<file path="config.mk">
export PLATFORM = sky130hd
export DESIGN_NAME = ltm_top
export DESIGN_NICKNAME = d
export VERILOG_FILES = /design/src/design/ltm_pkg.sv /design/src/design/ltm_buf_if.sv /design/src/design/ltm_fifo.sv /design/src/design/ltm_top.sv
export VERILOG_INCLUDE_DIRS = /design/src /design/src/design
export SDC_FILE = /design/constraint.sdc
export NUM_CORES = 1
export LEC_CHECK = 0
export ABC_AREA = 1
export BUFFER_PORTS_ARGS = -buffer_cell sky130_fd_sc_hd__buf_4
export CAP_MARGIN = 20
export CORE_ASPECT_RATIO = 1.75
export CORE_MARGIN = 10
export CORE_UTILIZATION = 44
export DETAILED_ROUTE_END_ITERATION = 10
export GPL_ROUTABILITY_DRIVEN = 0
export SETUP_SLACK_MARGIN = 0.3
export SYNTH_ARGS = -nofsm -noshare
export SYNTH_HDL_FRONTEND = slang
export SYNTH_SLANG_ARGS = --single-unit
</file>
<file path="constraint.sdc">
create_clock -name sys_clk -period 5 [get_ports sys_clk]
set_input_delay 1.5 -clock sys_clk [delete_from_list [all_inputs] [get_ports sys_clk]]
set_output_delay 1.5 -clock sys_clk [all_outputs]
set_load 0.1 [all_outputs]
</file>
<file path="src/design/ltm_defs.svh">
`ifndef LTM_DEFS_SVH
`define LTM_DEFS_SVH

// register offsets
`define LTM_REG_CTRL 8'h08
`define LTM_REG_FIFO 8'h09
`define LTM_REG_STAT 8'h0A

// control register layout and reset value
`define LTM_CTRL_RST 8'h00
`define LTM_CTRL_SEL_LSB 0
`define LTM_CTRL_SEL_MSB 1
`define LTM_CTRL_PWM_BIT 2

// status register layout
`define LTM_STAT_EMPTY_BIT 0
`define LTM_STAT_FULL_BIT 1
`define LTM_STAT_BUSY_BIT 2

// bit framing: frame length in bits, bit timing in tone clock periods
`define LTM_FRAME_BITS 9
`define LTM_BIT_PERIODS 33
`define LTM_ONE_ON_PERIODS 11
`define LTM_ZERO_ON_PERIODS 22

// tone clock derivation from the system clock
`define LTM_SYS_CLK_HZ 250000000
`define LTM_TONE_HZ 22000
`define LTM_TONE_HALF_CYC (`LTM_SYS_CLK_HZ / (2 * `LTM_TONE_HZ))

// buffer geometry
`define LTM_BUF_DEPTH 2
`define LTM_BUF_WIDTH 8

`endif

</file>
<file path="src/design/ltm_pkg.sv">
package ltm_pkg;

   // transmitter states
   typedef enum logic {
      LTM_IDLE,
      LTM_SEND
   } ltm_state_t;

   // output selection, listed in the order of its two-bit encoding
   typedef enum logic [1:0] {
      LTM_SEL_LOW,
      LTM_SEL_HIGH,
      LTM_SEL_FIFO,
      LTM_SEL_TONE
   } ltm_sel_t;

   // one byte of the transmit queue
   typedef logic [7:0] ltm_byte_t;

endpackage

</file>
<file path="src/design/ltm_buf_if.sv">
`timescale 1ns/10ps

// byte stream between register front end, queue and serialiser
interface ltm_buf_if;
   import ltm_pkg::*;
   ltm_byte_t wdata; // byte offered to the queue
   logic wvalid; // offer strobe
   logic wready; // queue has room
   ltm_byte_t rdata; // oldest byte in the queue
   logic rvalid; // queue holds a byte
   logic rready; // serialiser takes the byte

   modport queue (
      input wdata,
      input wvalid,
      output wready,
      output rdata,
      output rvalid,
      input rready
   );

   modport user (
      output wdata,
      output wvalid,
      input wready,
      input rdata,
      input rvalid,
      output rready
   );
endinterface

</file>
<file path="src/design/ltm_fifo.sv">
`timescale 1ns/10ps
`include "ltm_defs.svh"

// two-entry byte queue; a stalled serialiser makes it fill up
module ltm_fifo
   import ltm_pkg::*;
(
   // clock and control
   input wire logic sys_clk,
   input wire logic rst_n,
   input wire logic ce,
   // stream
   ltm_buf_if.queue bus
);
   ltm_byte_t mem_q [`LTM_BUF_DEPTH]; // storage words
   ltm_byte_t mem_d [`LTM_BUF_DEPTH];
   logic wptr_q, wptr_d; // next slot to fill
   logic rptr_q, rptr_d; // oldest slot
   logic [1:0] cnt_q, cnt_d; // words held
   logic push; // accepted write
   logic pop; // accepted read

   // flags straight from the occupancy count
   assign bus.wready = (cnt_q != 2'(`LTM_BUF_DEPTH));
   assign bus.rvalid = (cnt_q != 2'h0);
   assign bus.rdata = mem_q[rptr_q];
   assign push = bus.wvalid && bus.wready && ce;
   assign pop = bus.rvalid && bus.rready && ce;

   // next pointers, count and storage
   always_comb begin
      mem_d = mem_q;
      wptr_d = wptr_q;
      rptr_d = rptr_q;
      cnt_d = cnt_q;
      if (push) begin
         mem_d[wptr_q] = bus.wdata;
         wptr_d = ~wptr_q;
      end
      if (pop) begin
         rptr_d = ~rptr_q;
      end
      // simultaneous push and pop leaves the count unchanged
      if (push && !pop) begin
         cnt_d = cnt_q + 2'h1;
      end else if (pop && !push) begin
         cnt_d = cnt_q - 2'h1;
      end
   end

   // registers only; reset empties the queue
   always_ff @(posedge sys_clk) begin
      if (!rst_n) begin
         mem_q <= '{default: 8'h00};
         wptr_q <= 1'b0;
         rptr_q <= 1'b0;
         cnt_q <= 2'h0;
      end else if (ce) begin
         mem_q <= mem_d;
         wptr_q <= wptr_d;
         rptr_q <= rptr_d;
         cnt_q <= cnt_d;
      end
   end
endmodule

</file>
<file path="src/design/ltm_top.sv">
// Operation
// - host reads queue empty and full flags
// - reset leaves queue empty, idle transmitter
// - first byte written in queue mode starts transmission at the next rising tone edge
// - after last byte, idle with modulation off
// - MSB first, then odd parity bit
// - every bit lasts 33 tone clock periods
// - zero bit, PWM mode: 22 on, 11 off
// - zero bit, plain mode: on all 33
// - one bit: 11 on, 22 off
// - output is gated full-swing square wave
// - select: low, high, queue bursts, tone
// - queue mode releases pin after transmission
// - all-ones byte gives nine short bursts
// - zero byte, plain mode: 12.5 ms tone
// - host loads bytes by register writes
// - tone clock divided down from fast clock
`timescale 1ns/10ps
`include "ltm_defs.svh"

module ltm_top
   import ltm_pkg::*;
#(
   // system clock cycles per half tone period
   parameter int TONE_HALF = `LTM_TONE_HALF_CYC
)
(
   // clock, reset, enable
   input wire logic sys_clk,
   input wire logic rst_n,
   input wire logic ce,
   // register port
   input wire logic [7:0] reg_addr,
   input wire logic [7:0] reg_wdata,
   input wire logic reg_wr,
   input wire logic reg_rd,
   output logic [7:0] reg_rdata,
   // tone pin and derived tone clock
   output logic tone_out,
   output logic tone_oe_n,
   output logic tone_clock
);
   // counter limits; fourteen divider bits cover half periods up to
   // 16384 system clock cycles, so the default tone fits with room
   // for a faster system clock
   localparam logic [13:0] HALF_M1 = 14'(TONE_HALF - 1);
   localparam logic [5:0] PER_LAST = 6'(`LTM_BIT_PERIODS - 1);
   localparam logic [5:0] ONE_ON = 6'(`LTM_ONE_ON_PERIODS);
   localparam logic [5:0] ZERO_ON = 6'(`LTM_ZERO_ON_PERIODS);
   localparam logic [3:0] BIT_LAST = 4'(`LTM_FRAME_BITS - 1);

   ltm_buf_if buf_if (); // queue between registers and serialiser

   // ---------------------------------------------------------------
   // tone clock divider
   // ---------------------------------------------------------------
   logic [13:0] div_q, div_d; // half period counter
   logic tone_q, tone_d; // free-running tone square wave
   logic tick; // rising edge of the tone clock

   // next divider values; period is two half counts
   // the host cannot retune the divider here: the tone rate is fixed
   // by the parameter, so a wrong system clock gives a wrong tone
   always_comb begin
      div_d = div_q + 14'h0001;
      tone_d = tone_q;
      tick = 1'b0;
      if (div_q == HALF_M1) begin
         div_d = 14'h0000;
         tone_d = ~tone_q;
         tick = ~tone_q;
      end
   end

   // divider registers
   // the divider freezes with ce like everything else, so a held
   // enable stretches the tone period
   always_ff @(posedge sys_clk) begin
      if (!rst_n) begin
         div_q <= 14'h0000;
         tone_q <= 1'b0;
      end else if (ce) begin
         div_q <= div_d;
         tone_q <= tone_d;
      end
   end

   // ---------------------------------------------------------------
   // register front end
   // ---------------------------------------------------------------
   logic [7:0] ctrl_q, ctrl_d; // control register
   logic [7:0] rdata_q, rdata_d; // registered read data
   ltm_sel_t sel; // decoded output selection
   logic pwm_mode; // zero bits use two-thirds on time
   logic busy; // transmitter is sending a frame
   logic [7:0] status; // assembled status byte

   assign sel = ltm_sel_t'(ctrl_q[`LTM_CTRL_SEL_MSB:`LTM_CTRL_SEL_LSB]);
   assign pwm_mode = ctrl_q[`LTM_CTRL_PWM_BIT];

   // byte writes go straight into the queue; a write while full is
   // dropped, so the host polls the full flag first
   assign buf_if.wdata = reg_wdata;
   assign buf_if.wvalid = reg_wr && (reg_addr == `LTM_REG_FIFO);

   // status byte built from live queue and transmitter state
   // busy stays high through the parity bit of the last frame, so the
   // host can tell a drained queue from a finished transmission
   always_comb begin
      status = 8'h00;
      status[`LTM_STAT_EMPTY_BIT] = ~buf_if.rvalid;
      status[`LTM_STAT_FULL_BIT] = ~buf_if.wready;
      status[`LTM_STAT_BUSY_BIT] = busy;
   end

   // next control and read data
   // a read and a write in one cycle return the old control value,
   // since the read data flop samples ctrl_q before it updates
   always_comb begin
      ctrl_d = ctrl_q;
      rdata_d = rdata_q;
      if (reg_wr && (reg_addr == `LTM_REG_CTRL)) begin
         ctrl_d = reg_wdata;
      end
      if (reg_rd) begin
         unique case (reg_addr)
            `LTM_REG_CTRL: rdata_d = ctrl_q;
            `LTM_REG_STAT: rdata_d = status;
            // queue is write only; unmapped reads give zero
            default: rdata_d = 8'h00;
         endcase
      end
   end

   // register front end flops
   always_ff @(posedge sys_clk) begin
      if (!rst_n) begin
         ctrl_q <= `LTM_CTRL_RST;
         rdata_q <= 8'h00;
      end else if (ce) begin
         ctrl_q <= ctrl_d;
         rdata_q <= rdata_d;
      end
   end

   assign reg_rdata = rdata_q;

   // ---------------------------------------------------------------
   // transmit queue
   // ---------------------------------------------------------------
   // two entries let the host queue the next byte while one is on
   // the wire, so back-to-back frames need no tight polling
   ltm_fifo ltm_fifo_inst (
      .sys_clk (sys_clk),
      .rst_n (rst_n),
      .ce (ce),
      .bus (buf_if)
   );

   // ---------------------------------------------------------------
   // serialiser
   // ---------------------------------------------------------------
   ltm_state_t state_q, state_d; // transmitter state
   logic [8:0] shift_q, shift_d; // frame, current bit on top
   logic [3:0] bit_q, bit_d; // bit index within frame
   logic [5:0] per_q, per_d; // tone period within bit
   logic take; // pop the oldest queued byte
   logic [8:0] frame; // oldest byte with its parity

   // odd parity: the nine bits always carry an odd count of ones
   assign frame = {buf_if.rdata, ~^buf_if.rdata};
   assign buf_if.rready = take;
   assign busy = (state_q == LTM_SEND);

   // next serialiser state; stepping happens on rising tone edges, but leaving queue mode stops at once
   // starting only on a rising tone edge costs up to one tone period
   // of latency, but every bit then begins with a whole tone pulse
   always_comb begin
      state_d = state_q;
      shift_d = shift_q;
      bit_d = bit_q;
      per_d = per_q;
      take = 1'b0;
      unique case (state_q)
         LTM_IDLE: begin
            // a byte in the queue starts a frame, no go command
            if (sel == LTM_SEL_FIFO && buf_if.rvalid && tick) begin
               take = 1'b1;
               shift_d = frame;
               bit_d = 4'h0;
               per_d = 6'h00;
               state_d = LTM_SEND;
            end
         end
         LTM_SEND: begin
            if (sel != LTM_SEL_FIFO) begin
               // leaving queue mode abandons the frame in flight
               state_d = LTM_IDLE;
            end else if (tick) begin
               if (per_q == PER_LAST) begin
                  per_d = 6'h00;
                  if (bit_q == BIT_LAST) begin
                     if (buf_if.rvalid) begin
                        // parity runs straight into next byte
                        take = 1'b1;
                        shift_d = frame;
                        bit_d = 4'h0;
                     end else begin
                        state_d = LTM_IDLE;
                     end
                  end else begin
                     // MSB leaves first, parity last
                     shift_d = {shift_q[7:0], 1'b0};
                     bit_d = bit_q + 4'h1;
                  end
               end else begin
                  per_d = per_q + 6'h01;
               end
            end
         end
      endcase
   end

   // serialiser registers
   always_ff @(posedge sys_clk) begin
      if (!rst_n) begin
         state_q <= LTM_IDLE;
         shift_q <= 9'h000;
         bit_q <= 4'h0;
         per_q <= 6'h00;
      end else if (ce) begin
         state_q <= state_d;
         shift_q <= shift_d;
         bit_q <= bit_d;
         per_q <= per_d;
      end
   end

   // ---------------------------------------------------------------
   // modulation gate and pin drive
   // ---------------------------------------------------------------
   logic gate; // tone allowed through in this period
   logic out_q, out_d; // pin level
   logic oe_n_q, oe_n_d; // pin enable, low drives
   logic tclk_q; // registered copy of the tone clock

   // PWM gate; an all-ones byte yields nine 0.5 ms bursts with 1 ms
   // gaps, a zero byte in plain mode one unbroken 12.5 ms tone
   always_comb begin
      gate = 1'b0;
      if (state_q == LTM_SEND) begin
         if (shift_q[8]) begin
            gate = (per_q < ONE_ON);
         end else if (pwm_mode) begin
            gate = (per_q < ZERO_ON);
         end else begin
            gate = 1'b1;
         end
      end
   end

   // pin selection; costs one cycle of latency for a clean flop output
   // the gate uses the same tone flop as the continuous tone mode, so
   // bursts and the plain tone share one phase
   always_comb begin
      out_d = 1'b0;
      oe_n_d = 1'b0;
      unique case (sel)
         LTM_SEL_LOW: out_d = 1'b0;
         LTM_SEL_HIGH: out_d = 1'b1;
         LTM_SEL_TONE: out_d = tone_q;
         LTM_SEL_FIFO: begin
            if (state_q == LTM_SEND) begin
               // full swing tone while gated, low between bursts
               out_d = gate & tone_q;
            end else begin
               // released while idle; modulation stays off
               oe_n_d = 1'b1;
            end
         end
      endcase
   end

   // pin registers; after reset the pin is driven low
   // driving low rather than releasing keeps the far side from seeing
   // a floating level while the host sets up the control register
   always_ff @(posedge sys_clk) begin
      if (!rst_n) begin
         out_q <= 1'b0;
         oe_n_q <= 1'b0;
         tclk_q <= 1'b0;
      end else if (ce) begin
         out_q <= out_d;
         oe_n_q <= oe_n_d;
         tclk_q <= tone_q;
      end
   end

   assign tone_out = out_q;
   assign tone_oe_n = oe_n_q;
   assign tone_clock = tclk_q;
endmodule

</file>
==> results summary, run 1 <==
Setup repair after global routing left no endpoint under its margin. The async set-or-reset flop fraction in the synthesized netlist is 0%. The tightest min-delay check is of the reg2reg type. The number of global-route vias before repair is ~3500.

The area taken by multi-input logic gates came out at between 2000 and 2500 um2. The final wirelength came out at 10130 um. The share of the clock period used by the worst path is a little under three fifths. Dividing total power by cell area gives a power density of ~310 nW/um2.

The library cell used as clock root buffer is clkbuf_16. The area of the die is around 13000 um2. The share of the core filled with cells in the final layout came out at 51.80%. The fraction of layout instances using a drive strength above 1 came out at 14.69%. The number of buffers inserted during clock tree synthesis is 9. The half-perimeter wire length after detailed placement is about 7600 um. The vertical extent of the die came out at 145.6 um.

The number of setup buffers added after CTS is 0. The number of antenna violations at the first check in global routing is 0. The synthesized netlist devotes less than 1% of its cell area to XOR and XNOR gates. The count of pins on the block boundary is 32.

At the pin with the least slew margin, the transition time is between 0.7 and 0.8 ns. The final setup violation count is 0. The post-route antenna net violation count came out at 0. The run finished with clean final reports. The worst slew margin relative to its limit came out at 47.97%. In the final design database the tool counted 629 nets. The part of the Yosys area used for sequential elements came out at between 30% and 40%. The area growth from synthesis to layout is 14.05%.

The arrival time reported for the critical path endpoint is approximately 3.0 ns. The final max-slew violation count is 0. STA classifies the critical path endpoint as a register. The TritonCTS clock tree is done. The synthesized netlist devotes 30.84% of its cell area to simple gates. The first global-routing pass estimated 16840 um of wire. The register cell area after layout came out at about 1500 um2.

By area, the combinational part of the netlist is dominated by simple AND/OR/NAND/NOR gates. The number of remaining DRC errors came out at 0. The register-to-register setup slack came out at between 2 and 2.5 ns. The filler cell count in the final layout is 860. The highest cell delay on the worst timing path is between 0.2 and 0.3 ns. The number of library cell types mapped by synthesis is 43.

A synthesized cell averages 6.846 um2. STA classifies the critical path startpoint as a primary input. The Yosys warning count is 0. The first detailed-routing pass took 5 iterations. The number of port buffers came out at 31.

The number of nets in the synthesized netlist is between 600 and 700. The most instantiated flip-flop cell in the synthesis netlist is dfxtp_1. The final critical-path required period is around 2.8 ns.

The horizontal die dimension is ~92 um. The final global-route overflow total came out at 0. Across every metal layer, demand over resource in global routing totals between 15 and 20%. The post-synthesis cell count came out at about 580. The maximum count of clock buffers along a single path came out at 2. The final number of hold-violating endpoints is 0.

The iteration-0 DRC count of the detailed router is ~150. The largest individual stage delay along the critical path comes from the cell ha_1. The worst clock skew on the final layout came out at a little under 0.008 ns. The initial core utilization is between 40% and 50%. The number of clock sinks seen by CTS is between 70 and 80. The maximum number of pins on one net before global-route repair came out at between 40 and 50. The total negative slack for setup checks came out at 0 ns. For the worst setup path, the data required time is between 5 and 6 ns.

The row count came out at between 40 and 50. The post-synthesis adder-cell area fraction came out at ~2.2%. After detailed routing, the average wire length per cell comes to roughly 14 um. The critical path in this run is classified as in2reg.

The mux share of post-synthesis cell area came out at 0%. The number of flops mapped to enable cells by yosys is 0. The maximum achievable frequency is between 300 and 400 MHz. Across all layers, the routed design uses ~3700 vias. In this run the static leakage power is 1.785 nW. The total number of H-tree levels came out at 3. Overall power consumption after layout is estimated at between 1 and 1.5 mW. The count of hold-fix buffers inserted at cts came out at 0. The peak ir drop on the vdd network is approximately 0.00021 V.

The area of the core came out at a little under 9000 um2. After detailed routing, the number of vias per cell comes to 5.100. The fraction of the mapped netlist area in compound gates is 18.43%.

The clock network latency to the later pin of the worst-skew pair came out at between 0.3 and 0.4 ns. The signal on the critical path passes through buf_4 > nand3_4 > nor3_2 > inv_1 > ha_1 > nor2_1 > inv_1 > a21oi_1 > o21ai_0 > o21ai_0 > a21oi_1. The flop and latch count out of synthesis came out at 74.

The clock-pin slew on the worst setup and hold paths came out at about 0.06 ns. The count of max-cap constraint violations is 0. The number of inserted diodes is 0. The netlist area before placement came out at between 3000 and 4000 um2. Of all nets on the critical path, the largest fanout is 21. The number of cells upsized or downsized after cts came out at 0.
==> cell type report <==
cell class	count	area share, %
sequential	74	32.77
clock buffer	10	5.065
inverter	69	6.061
tap	117	3.238
multi-input combinational	416	45.72
clock inverter	6	1.993
timing repair buffer	31	5.148
==> worst paths after layout <==
| kind | start | endpoint | depth (start not counted) |
|---|---|---|---|
| setup / recovery | ce | ltm_fifo_inst.cnt_q[1] | 11 |
| hold / removal | shift_q[1] | shift_q[1] | 2 |
| setup reg to reg | bit_q[0] | ltm_fifo_inst.cnt_q[1] | 14 |
| hold reg to reg | shift_q[1] | shift_q[1] | 2 |
==> Yosys cell counts (3+ instances only) <==
cell type / number / area [um2]
nand4_1: 16 / 100.1
inv_1: 63 / 236.5
clkbuf_1: 7 / 26.28
nand2_2: 17 / 106.4
ha_1: 7 / 87.58
buf_2: 4 / 20.02
buf_4: 4 / 30.03
nand2_1: 136 / 510.5
dfxtp_1: 74 / 1481
nor4_1: 3 / 18.77
a31oi_1: 3 / 18.77
o21ai_1: 3 / 15.01
a21oi_1: 65 / 325.3
nor2_1: 61 / 229.0
a211oi_1: 3 / 22.52
o21ai_0: 51 / 255.2
buf_6: 4 / 45.04
nor2_2: 4 / 25.02
nand3_1: 16 / 80.08
nor3_1: 5 / 25.02
==> metrics by stage <==
| step | cells | area, um2 | hold slack (ns) | worst slack (ns) |
|---|---|---|---|---|
| 4_1_cts | 723 | 4521 | 0.4662 | 2.209 |
| 2_1_floorplan | 579 | 3964 | 0.4354 | 2.111 |
| 5_1_grt | 723 | 4521 | 0.4885 | 1.936 |
| 3_3_place_gp | 707 | 4202 | 0.4498 | 1.881 |
| 3_5_place_dp | 707 | 4202 | 0.4536 | 1.850 |
| 6_report | 723 | 4521 | 0.4653 | 2.206 |
==> kinds of logic (layout without fill, tap and decap cells) <==
group	after synthesis	in the layout
and+or+nand+nor	271	271
AOI/OAI and AO/OA	135	135
buffers and inverters	89	116
DFF	74	74
adders and majority gates	7	7
xor gates and xnor gates	3	3
==> critical path, delay by kind of cell <==
family	cells	cell delay, ns
adder cells (fa/ha/maj)	1	0.27
buffers and inverters	3	0.40
AO/OA/AOI/OAI	4	0.42
AND/OR/NAND/NOR	3	0.43
==> state kept, by name (all words and copies together), names as in the netlist, 2 cells and up <==
signal               flops
bit_q                    4
ctrl_q                   8
div_q                   14
ltm_fifo_inst.cnt_q      2
ltm_fifo_inst.mem_q     16
per_q                    6
reg_rdata                8
shift_q                  9
==> routing by layer <==
| metal | vias to the layer above | wire length (um) | GRT usage [%] |
|---|---|---|---|
| li1 | 1925 | - | - |
| met1 | 1687 | 3879 | 15.38 |
| met2 | 56 | 5650 | 28.95 |
| met3 | 19 | 326 | 3.249 |
| met4 | 0 | 277 | 7.442 |
| met5 | - | 0 | 0 |
==> where the power goes <==
| part | internal, mW | leakage (nW) | switching, mW |
|---|---|---|---|
| combinational | 0.0295 | 1.03 | 0.0787 |
| clock | 0.439 | 0.153 | 0.263 |
| sequential | 0.596 | 0.598 | 0.00608 |
==> cell usage in the layout (no fill, tap or decap), types with 4 or more instances in the layout <==
cell type / n
dfxtp_1: 74
inv_1: 63
nor3_1: 5
nand4_1: 16
nor2_1: 61
ha_1: 7
o21ai_0: 51
nand3_1: 16
nand2_2: 17
buf_4: 31
nor2_2: 4
clkbuf_16: 9
nand2_1: 136
a21oi_1: 65
No activity file was read; power rests on OpenSTA's default activity.
==> run 2, diff against run 1 <==
==> constraint.sdc (replaced) <==
create_clock -name sys_clk -period 2.5 [get_ports sys_clk]
set_input_delay 0.75 -clock sys_clk [delete_from_list [all_inputs] [get_ports sys_clk]]
set_output_delay 0.75 -clock sys_clk [all_outputs]
set_load 0.1 [all_outputs]
==> run 2 against run 1 <==
Net effect:
- flip-flop and latch count unchanged
- core utilization up 3.0 points
- sequential power up 100%
- routed wire length up 3.3%
- total power up 110%
- die area unchanged
- sequential share of layout area down 1.8 points
- worst hold slack worse by 0.0021 ns
- global-route usage up 0.064 points
- design area up 5.9%
==> results summary, run 2 (synthesis gave the netlist of run 1 again) <==
TritonCTS created 9 clock buffers. The share of the clock period used by the worst path is 84.09%. The sequential share of power came out at about two fifths.

In this run, the number of DRC markers left after iteration 0 of detailed routing was 160. The clock network latency to the later pin of the worst-skew pair is about 0.34 ns. For this design, the slowest cell found on the critical path is dfxtp_2. The half-perimeter wire length after detailed placement is 7887 um. The internal power of the cells totals around 2.3 mW. The minimum setup slack after placement is just over 0.05 ns. The register cell area after layout is approximately 1500 um2. The flip-flop count of the largest register, all copies and words added came out at 16. The number of remaining DRC errors came out at 0. The number of global-route vias before repair was about 3600.

The required arrival time at the worst endpoint is roughly 2.7 ns. On the worst path, the slowest cell contributes a delay of about 0.33 ns. The arrival time reported for the critical path endpoint is 2.32 ns. CTS placed an instance of clkbuf_16 at the clock tree root. The number of clock sinks seen by CTS is between 70 and 80. The number of antenna violations at the first check in global routing is 0. The final critical-path required period came out at between 2 and 2.5 ns.

The maximum count of clock buffers along a single path came out at 2. The critical path class is reg2reg. The final global-route overflow total is 0. For this run, the top clock speed supported by timing is between 400 and 500 MHz. The peak fanout along the critical path is 3. The final critical-path setup slack is between 0.3 and 0.4 ns.

In the final layout, the multi-input gates occupy 2120 um2. The flow ran to the end, and the final reports show no timing, DRC or antenna violations. The clock-pin slew on the worst setup and hold paths is 0.06 ns. The die covers 13360 um2. The static leakage is ~1.9 nW. Between clock sinks in the finished design, the worst skew comes to about 0.0064 ns.

The placed cell area came out at between 4000 and 5000 um2. The critical path capture point type is a register. The maximum number of pins on one net before global-route repair came out at between 40 and 50. The largest registers in the layout are ltm_fifo_inst.mem_q (16), div_q (14), shift_q (9). Per report_power, the clock group accounts for slightly above 50% of the total. The total track usage came out at 15.49%. The largest register by flop count is ltm_fifo_inst.mem_q.

The combinational power share is a little over 8%. The critical path goes through inv_2 > ha_4 > nand3_2 > nor2_2 > and2_4 > nand3_4 > nor3_4 > inv_2 > ha_4 > nor2_1 > inv_1 > a21oi_2 > o21ai_2 > o21ai_1 > a21oi_1. Setup repair after global routing left no endpoint under its margin. The critical path contains buffers and inverters numbering 3 combined. The final setup violation count came out at 0. The number of inserted diodes is 0. The worst slew margin relative to its limit is between 50% and 60%. 32 I/O pins were placed. The final layout contains routed wiring with a total length of 10470 um. The core region is 8727 um2. The number of port buffers is 31.

The share of the core filled with cells in the final layout came out at 54.84%. The cell area after layout is 4786 um2. The transition time of the tightest slew-check pin came out at around 0.71 ns. The row count is 45. The via count is about 3800. The horizontal die dimension came out at between 90 and 100 um. The path class of the tightest hold or removal check is reg2reg. STA classifies the critical path startpoint as a register. The count of max-cap constraint violations is 0.

The final number of hold-violating endpoints came to 0. The TritonCTS clock tree is done. The final routed wire length divided by cell count came out at 14.02 um. Leaving out fill and tap cells, the most frequent cell in the layout is nand2_1. The switching share of power came out at between 20 and 25%.

The power density over the cells came out at between 600 and 700 nW/um2. The area growth from synthesis to layout came out at 20.74%. Using the TritonRoute via totals, the vias-per-cell ratio works out to 5.071. The post-route antenna net violation count is 0. The filler cell count in the final layout came out at 880. The peak ir drop on the vdd network came out at approximately 0.00044 V. The fraction of layout instances using a drive strength above 1 is roughly a fifth.

The first global-routing pass estimated about 17000 um of wire. The final-stage net count came out at 654. The library cells used most frequently in the layout, excluding fill and tap cells, are 136 x nand2_1, 72 x dfxtp_1, 64 x a21oi_1. The H-tree generated during clock tree synthesis spans 3 levels. The initial core utilization is 45.42%. The largest delay contributor family on the critical path is simple AND/OR/NAND/NOR gates.

The net switching component of the power came out at ~0.66 mW. The first detailed-routing pass ran for 4 iterations. Adding up every negative setup slack in the final design gives 0 ns.

The vertical extent of the die is 145.6 um. The count of hold-fix buffers inserted at cts came out at 0. The final max-slew violation count is 0.
-- run 2: worst reg2reg max path, stage by stage (launching register included) --
cell and delay [ns]:
dfxtp_2 0.33, inv_2 0.07, ha_4 0.14, nand3_2 0.07, nor2_2 0.13, and2_4 0.17
nand3_4 0.07, nor3_4 0.19, inv_2 0.08, ha_4 0.21, nor2_1 0.08, inv_1 0.08
a21oi_2 0.13, o21ai_2 0.07, o21ai_1 0.12, a21oi_1 0.05
-- run 2: metrics by stage --
stage                     power (mW)  hold slack [ns]  instances
after floorplan                1.385           0.4354        579
after global placement         1.457           0.4509        723
after detailed placement       1.458           0.4554        723
after CTS                      2.942           0.4643        741
after global routing           3.018           0.4841        747
final                          2.922           0.4632        747
-- run 2: repair_timing --
action                     CTS  global route
setup buffers                3             6
pin swaps                    4             6
setup endpoints to repair    1             1
gates resized for setup      9             8
-- run 2: final cells by class --
| cell class | instances | share of cell area (%) |
|---|---|---|
| repair buffers | 56 | 8.784 |
| flip-flops and latches | 74 | 31.01 |
| clock inverters | 5 | 2.144 |
| clock buffers | 10 | 4.993 |
| multi-input cells | 416 | 44.29 |
| inverters | 69 | 5.725 |
| well taps | 117 | 3.059 |
-- run 2: metal layers --
metal | track usage [%] | part of all wire [%] | up-vias
li1 | - | - | 1973
met1 | 14.34 | 38 | 1744
met2 | 30.16 | 57 | 53
met3 | 3.920 | 2.9 | 18
met4 | 6.899 | 2.7 | 0
met5 | 0 | 0 | -
-- run 2: power by group through the flow --
stage	Sequential (mW)	Combinational, mW	Clock (mW)
final	1.21	0.239	1.48
after global routing	1.21	0.258	1.55
after CTS	1.20	0.230	1.51
after detailed placement	1.23	0.228	0
after global placement	1.23	0.227	0
after floorplan	1.30	0.0895	0
-- run 2: worst paths after layout --
kind	startpoint	to	slack, ns	depth (start not counted)
setup / recovery	div_q[0]	ltm_fifo_inst.cnt_q[1]	0.40	15
hold / removal	shift_q[2]	shift_q[2]	0.46	2
setup reg to reg	div_q[0]	ltm_fifo_inst.cnt_q[1]	0.40	15
hold reg to reg	shift_q[2]	shift_q[2]	0.46	2
==> run 3, diff against run 2 <==
==> constraint.sdc (replaced) <==
create_clock -name sys_clk -period 1.7 [get_ports sys_clk]
set_input_delay 0.51 -clock sys_clk [delete_from_list [all_inputs] [get_ports sys_clk]]
set_output_delay 0.51 -clock sys_clk [all_outputs]
set_load 0.1 [all_outputs]
==> run 3 against run 2 <==
Net effect:
- first-iteration DRC count decreased by 13%
- clock-buffer cell count decreased by 1
- critical endpoint is now ltm_fifo_inst.rptr_q
- core utilization increased by 14 points
- global-route usage increased by 2.1 points
- register-to-register slack got worse by 0.83 ns
- fmax decreased by 1.3%
- flip-flop and latch count unchanged
- setup slack got worse by 0.83 ns
- combinational power increased by 110%
- the run now ends with negative setup slack left
- sequential share of layout area decreased by 6.2 points
==> results summary, run 3 (synthesis gave the netlist of run 1 again) <==
The number of buffers inserted during clock tree synthesis is 9. The tool flagged a number of max-cap violations equal to 0. The critical path capture point type is a register. The worst clock skew on the final layout is ~0.0061 ns. Overall power consumption after layout is estimated at 4.265 mW. The number of buffers and inverters on the critical path came out at 8.

The total track usage came out at ~18%. The arrival time reported for the critical path endpoint came out at approximately 2.4 ns. The final number of hold-violating endpoints came out at 0. The flow ran to the end, but the final reports show violations. Subtracting the final worst setup slack from the clock period gives 2.130 ns. The highest cell delay on the worst timing path came out at roughly 0.32 ns. The final max-slew violation count is 0. STA classifies the critical path startpoint as a register. The cell with the most instances on the worst path is buf_6.

In this run the tool buffered the top-level ports with 31 buffer cells. The maximum count of clock buffers along a single path came out at 2. In the layout the commonest cells are 122 x nand2_1, 97 x buf_4, 61 x dfxtp_1. Setup repair after global routing could not meet its margin everywhere. The final wirelength came out at 12160 um. Excluding fillers, the count of instances in the completed layout stands at ~830. The clock network latency to the later pin of the worst-skew pair came out at approximately 0.34 ns. The tightest min-delay check is of the in2reg type. The area of the core came out at 8727 um2. The clock-pin slew on the worst setup and hold paths is ~0.07 ns. The area of the die is about 13000 um2. The number of clock sinks seen by CTS came out at between 70 and 80. The detail route stage leaves a number of antenna-violating nets equal to 0. The share of the core filled with cells in the final layout came out at between 60% and 70%. Setup total negative slack on the finished layout was measured at -3.031 ns.

The half-perimeter wire length after detailed placement is approximately 8400 um. The first detailed-routing pass ran for 4 iterations. The number of antenna violations at the first check in global routing is 0. In this run the core area contains 45 standard-cell rows. On the critical path the largest part of the delay comes from buffers and inverters. Across the VDD grid, the largest voltage drop is a little over 0.0006 V. The count of pins on the block boundary came out at 32. The critical path is of the reg2reg type. The analysis attributes to cell leakage a power of 2.449 nW. The initial utilization of the core area, before any placement, comes to 45.42%. For the worst setup path, the data required time is slightly below 2 ns. The most common cell after layout, fill and taps aside is nand2_1. The share of the clock period used by the worst path came out at 125.3%.

The largest register by flop count is ltm_fifo_inst.mem_q. The TritonCTS clock tree is done. The worst slew margin relative to its limit is approximately two thirds. The vertical extent of the die is between 100 and 150 um. Clock tree synthesis selected as its root buffer the cell clkbuf_16. The number of global-route vias before repair is between 4000 and 5000. The area growth from synthesis to layout is 52.53%.

The number of antenna diodes in the final layout is 0. The register with the most flip-flops in the layout has 16 of them. After detailed routing, the number of vias per cell comes to around 5.

The peak fanout along the critical path is 2. The net count of the finished layout is 735. In the routed design, unresolved DRC markers number 0. The post-placement cell count is between 700 and 800. In this run, the number of DRC markers left after iteration 0 of detailed routing was 139. The horizontal die dimension is 91.75 um. For this run, the top clock speed supported by timing is between 400 and 500 MHz. Among all stages on the critical path, the largest delay is contributed by dfxtp_2. The fraction of layout instances using a drive strength above 1 came out at between 40% and 50%.

After detailed routing, the average wire length per cell comes to roughly 15 um. The largest registers in the layout are ltm_fifo_inst.mem_q (16), div_q (14), shift_q (9). The final global-route overflow total came out at 0.

Setup violations remaining at the end of the flow were counted as 28. Summing over every cut layer, the via total after detailed routing is roughly 4200. The total number of H-tree levels came out at 3. Walking the worst path, the cells encountered are inv_2 > ha_4 > nand3_4 > nor2_4 > and2_4 > nand3_4 > nor3_4 > inv_2 > buf_6 > buf_6 > buf_6 > buf_6 > buf_6 > buf_6 > o21ai_2 > nor2_1. The final reports fail on negative setup slack. The transition time of the tightest slew-check pin came out at about 0.47 ns. The global-route wire length before repair is between 15000 and 20000 um. In the post-route analysis, the smallest setup slack over all paths is -0.4303 ns. The maximum number of pins on one net before global-route repair is 35.

Power spread over the standard cell area amounts to between 700 and 800 nW/um2.
[run 3: worst paths after layout]
check | start | to | slack (ns) | depth (start not counted)
worst max-delay path | div_q[1] | ltm_fifo_inst.rptr_q | -0.43 | 16
worst max register to register | div_q[1] | ltm_fifo_inst.rptr_q | -0.43 | 16
worst min-delay path | reg_wdata[3] | ctrl_q[3] | 0.44 | 3
worst min register to register | ctrl_q[5] | reg_rdata[5] | 0.46 | 2
[run 3: per-stage QoR]
step / hold WS [ns] / setup slack, ns / cell area [um2]
final: 0.4409 / -0.4303 / 6046
after global routing: 0.4607 / -0.5612 / 6046
after CTS: 0.4051 / -0.3629 / 5695
after detailed placement: 0.4472 / -0.4608 / 4942
after global placement: 0.4491 / -0.3851 / 4942
after floorplan: 0.4271 / -0.3361 / 4110
[run 3: power by group]
part           internal (mW)  switching, mW  total [mW]
combinational          0.199          0.302       0.501
sequential              1.76         0.0213        1.78
clock                   1.16          0.822        1.99
[run 3: timing repair]
item / CTS / global route
hold buffers: 0 / 0
buffers inserted: 13 / 9
endpoints found under the setup margin: 61 / 65
resized for setup: 81 / 77
pin swaps: 35 / 18
gates cloned: 4 / 0
[run 3: per-layer routing]
layer	vias to the layer above	global-route usage [%]	share of wire [%]
li1	2155	-	-
met1	1969	17.47	38
met2	66	34.00	57
met3	25	3.146	2.1
met4	0	7.597	2.6
met5	-	0	0
[run 3: area by class of cell]
class	count	area (um2)
Fill cell	738	2681
Sequential cell	74	1500
Timing Repair Buffer	135	1281
Multi-Input combinational cell	418	2530
Clock inverter	7	81.33
Inverter	69	281.5
Tap cell	117	146.4
Clock buffer	9	225.2
[run 3: tightest hold or removal path, delay by kind of cell]
| family | cells | cell delay [ns] |
|---|---|---|
| AND/OR/NAND/NOR | 2 | 0.13 |
| buffers and inverters | 1 | 0.11 |
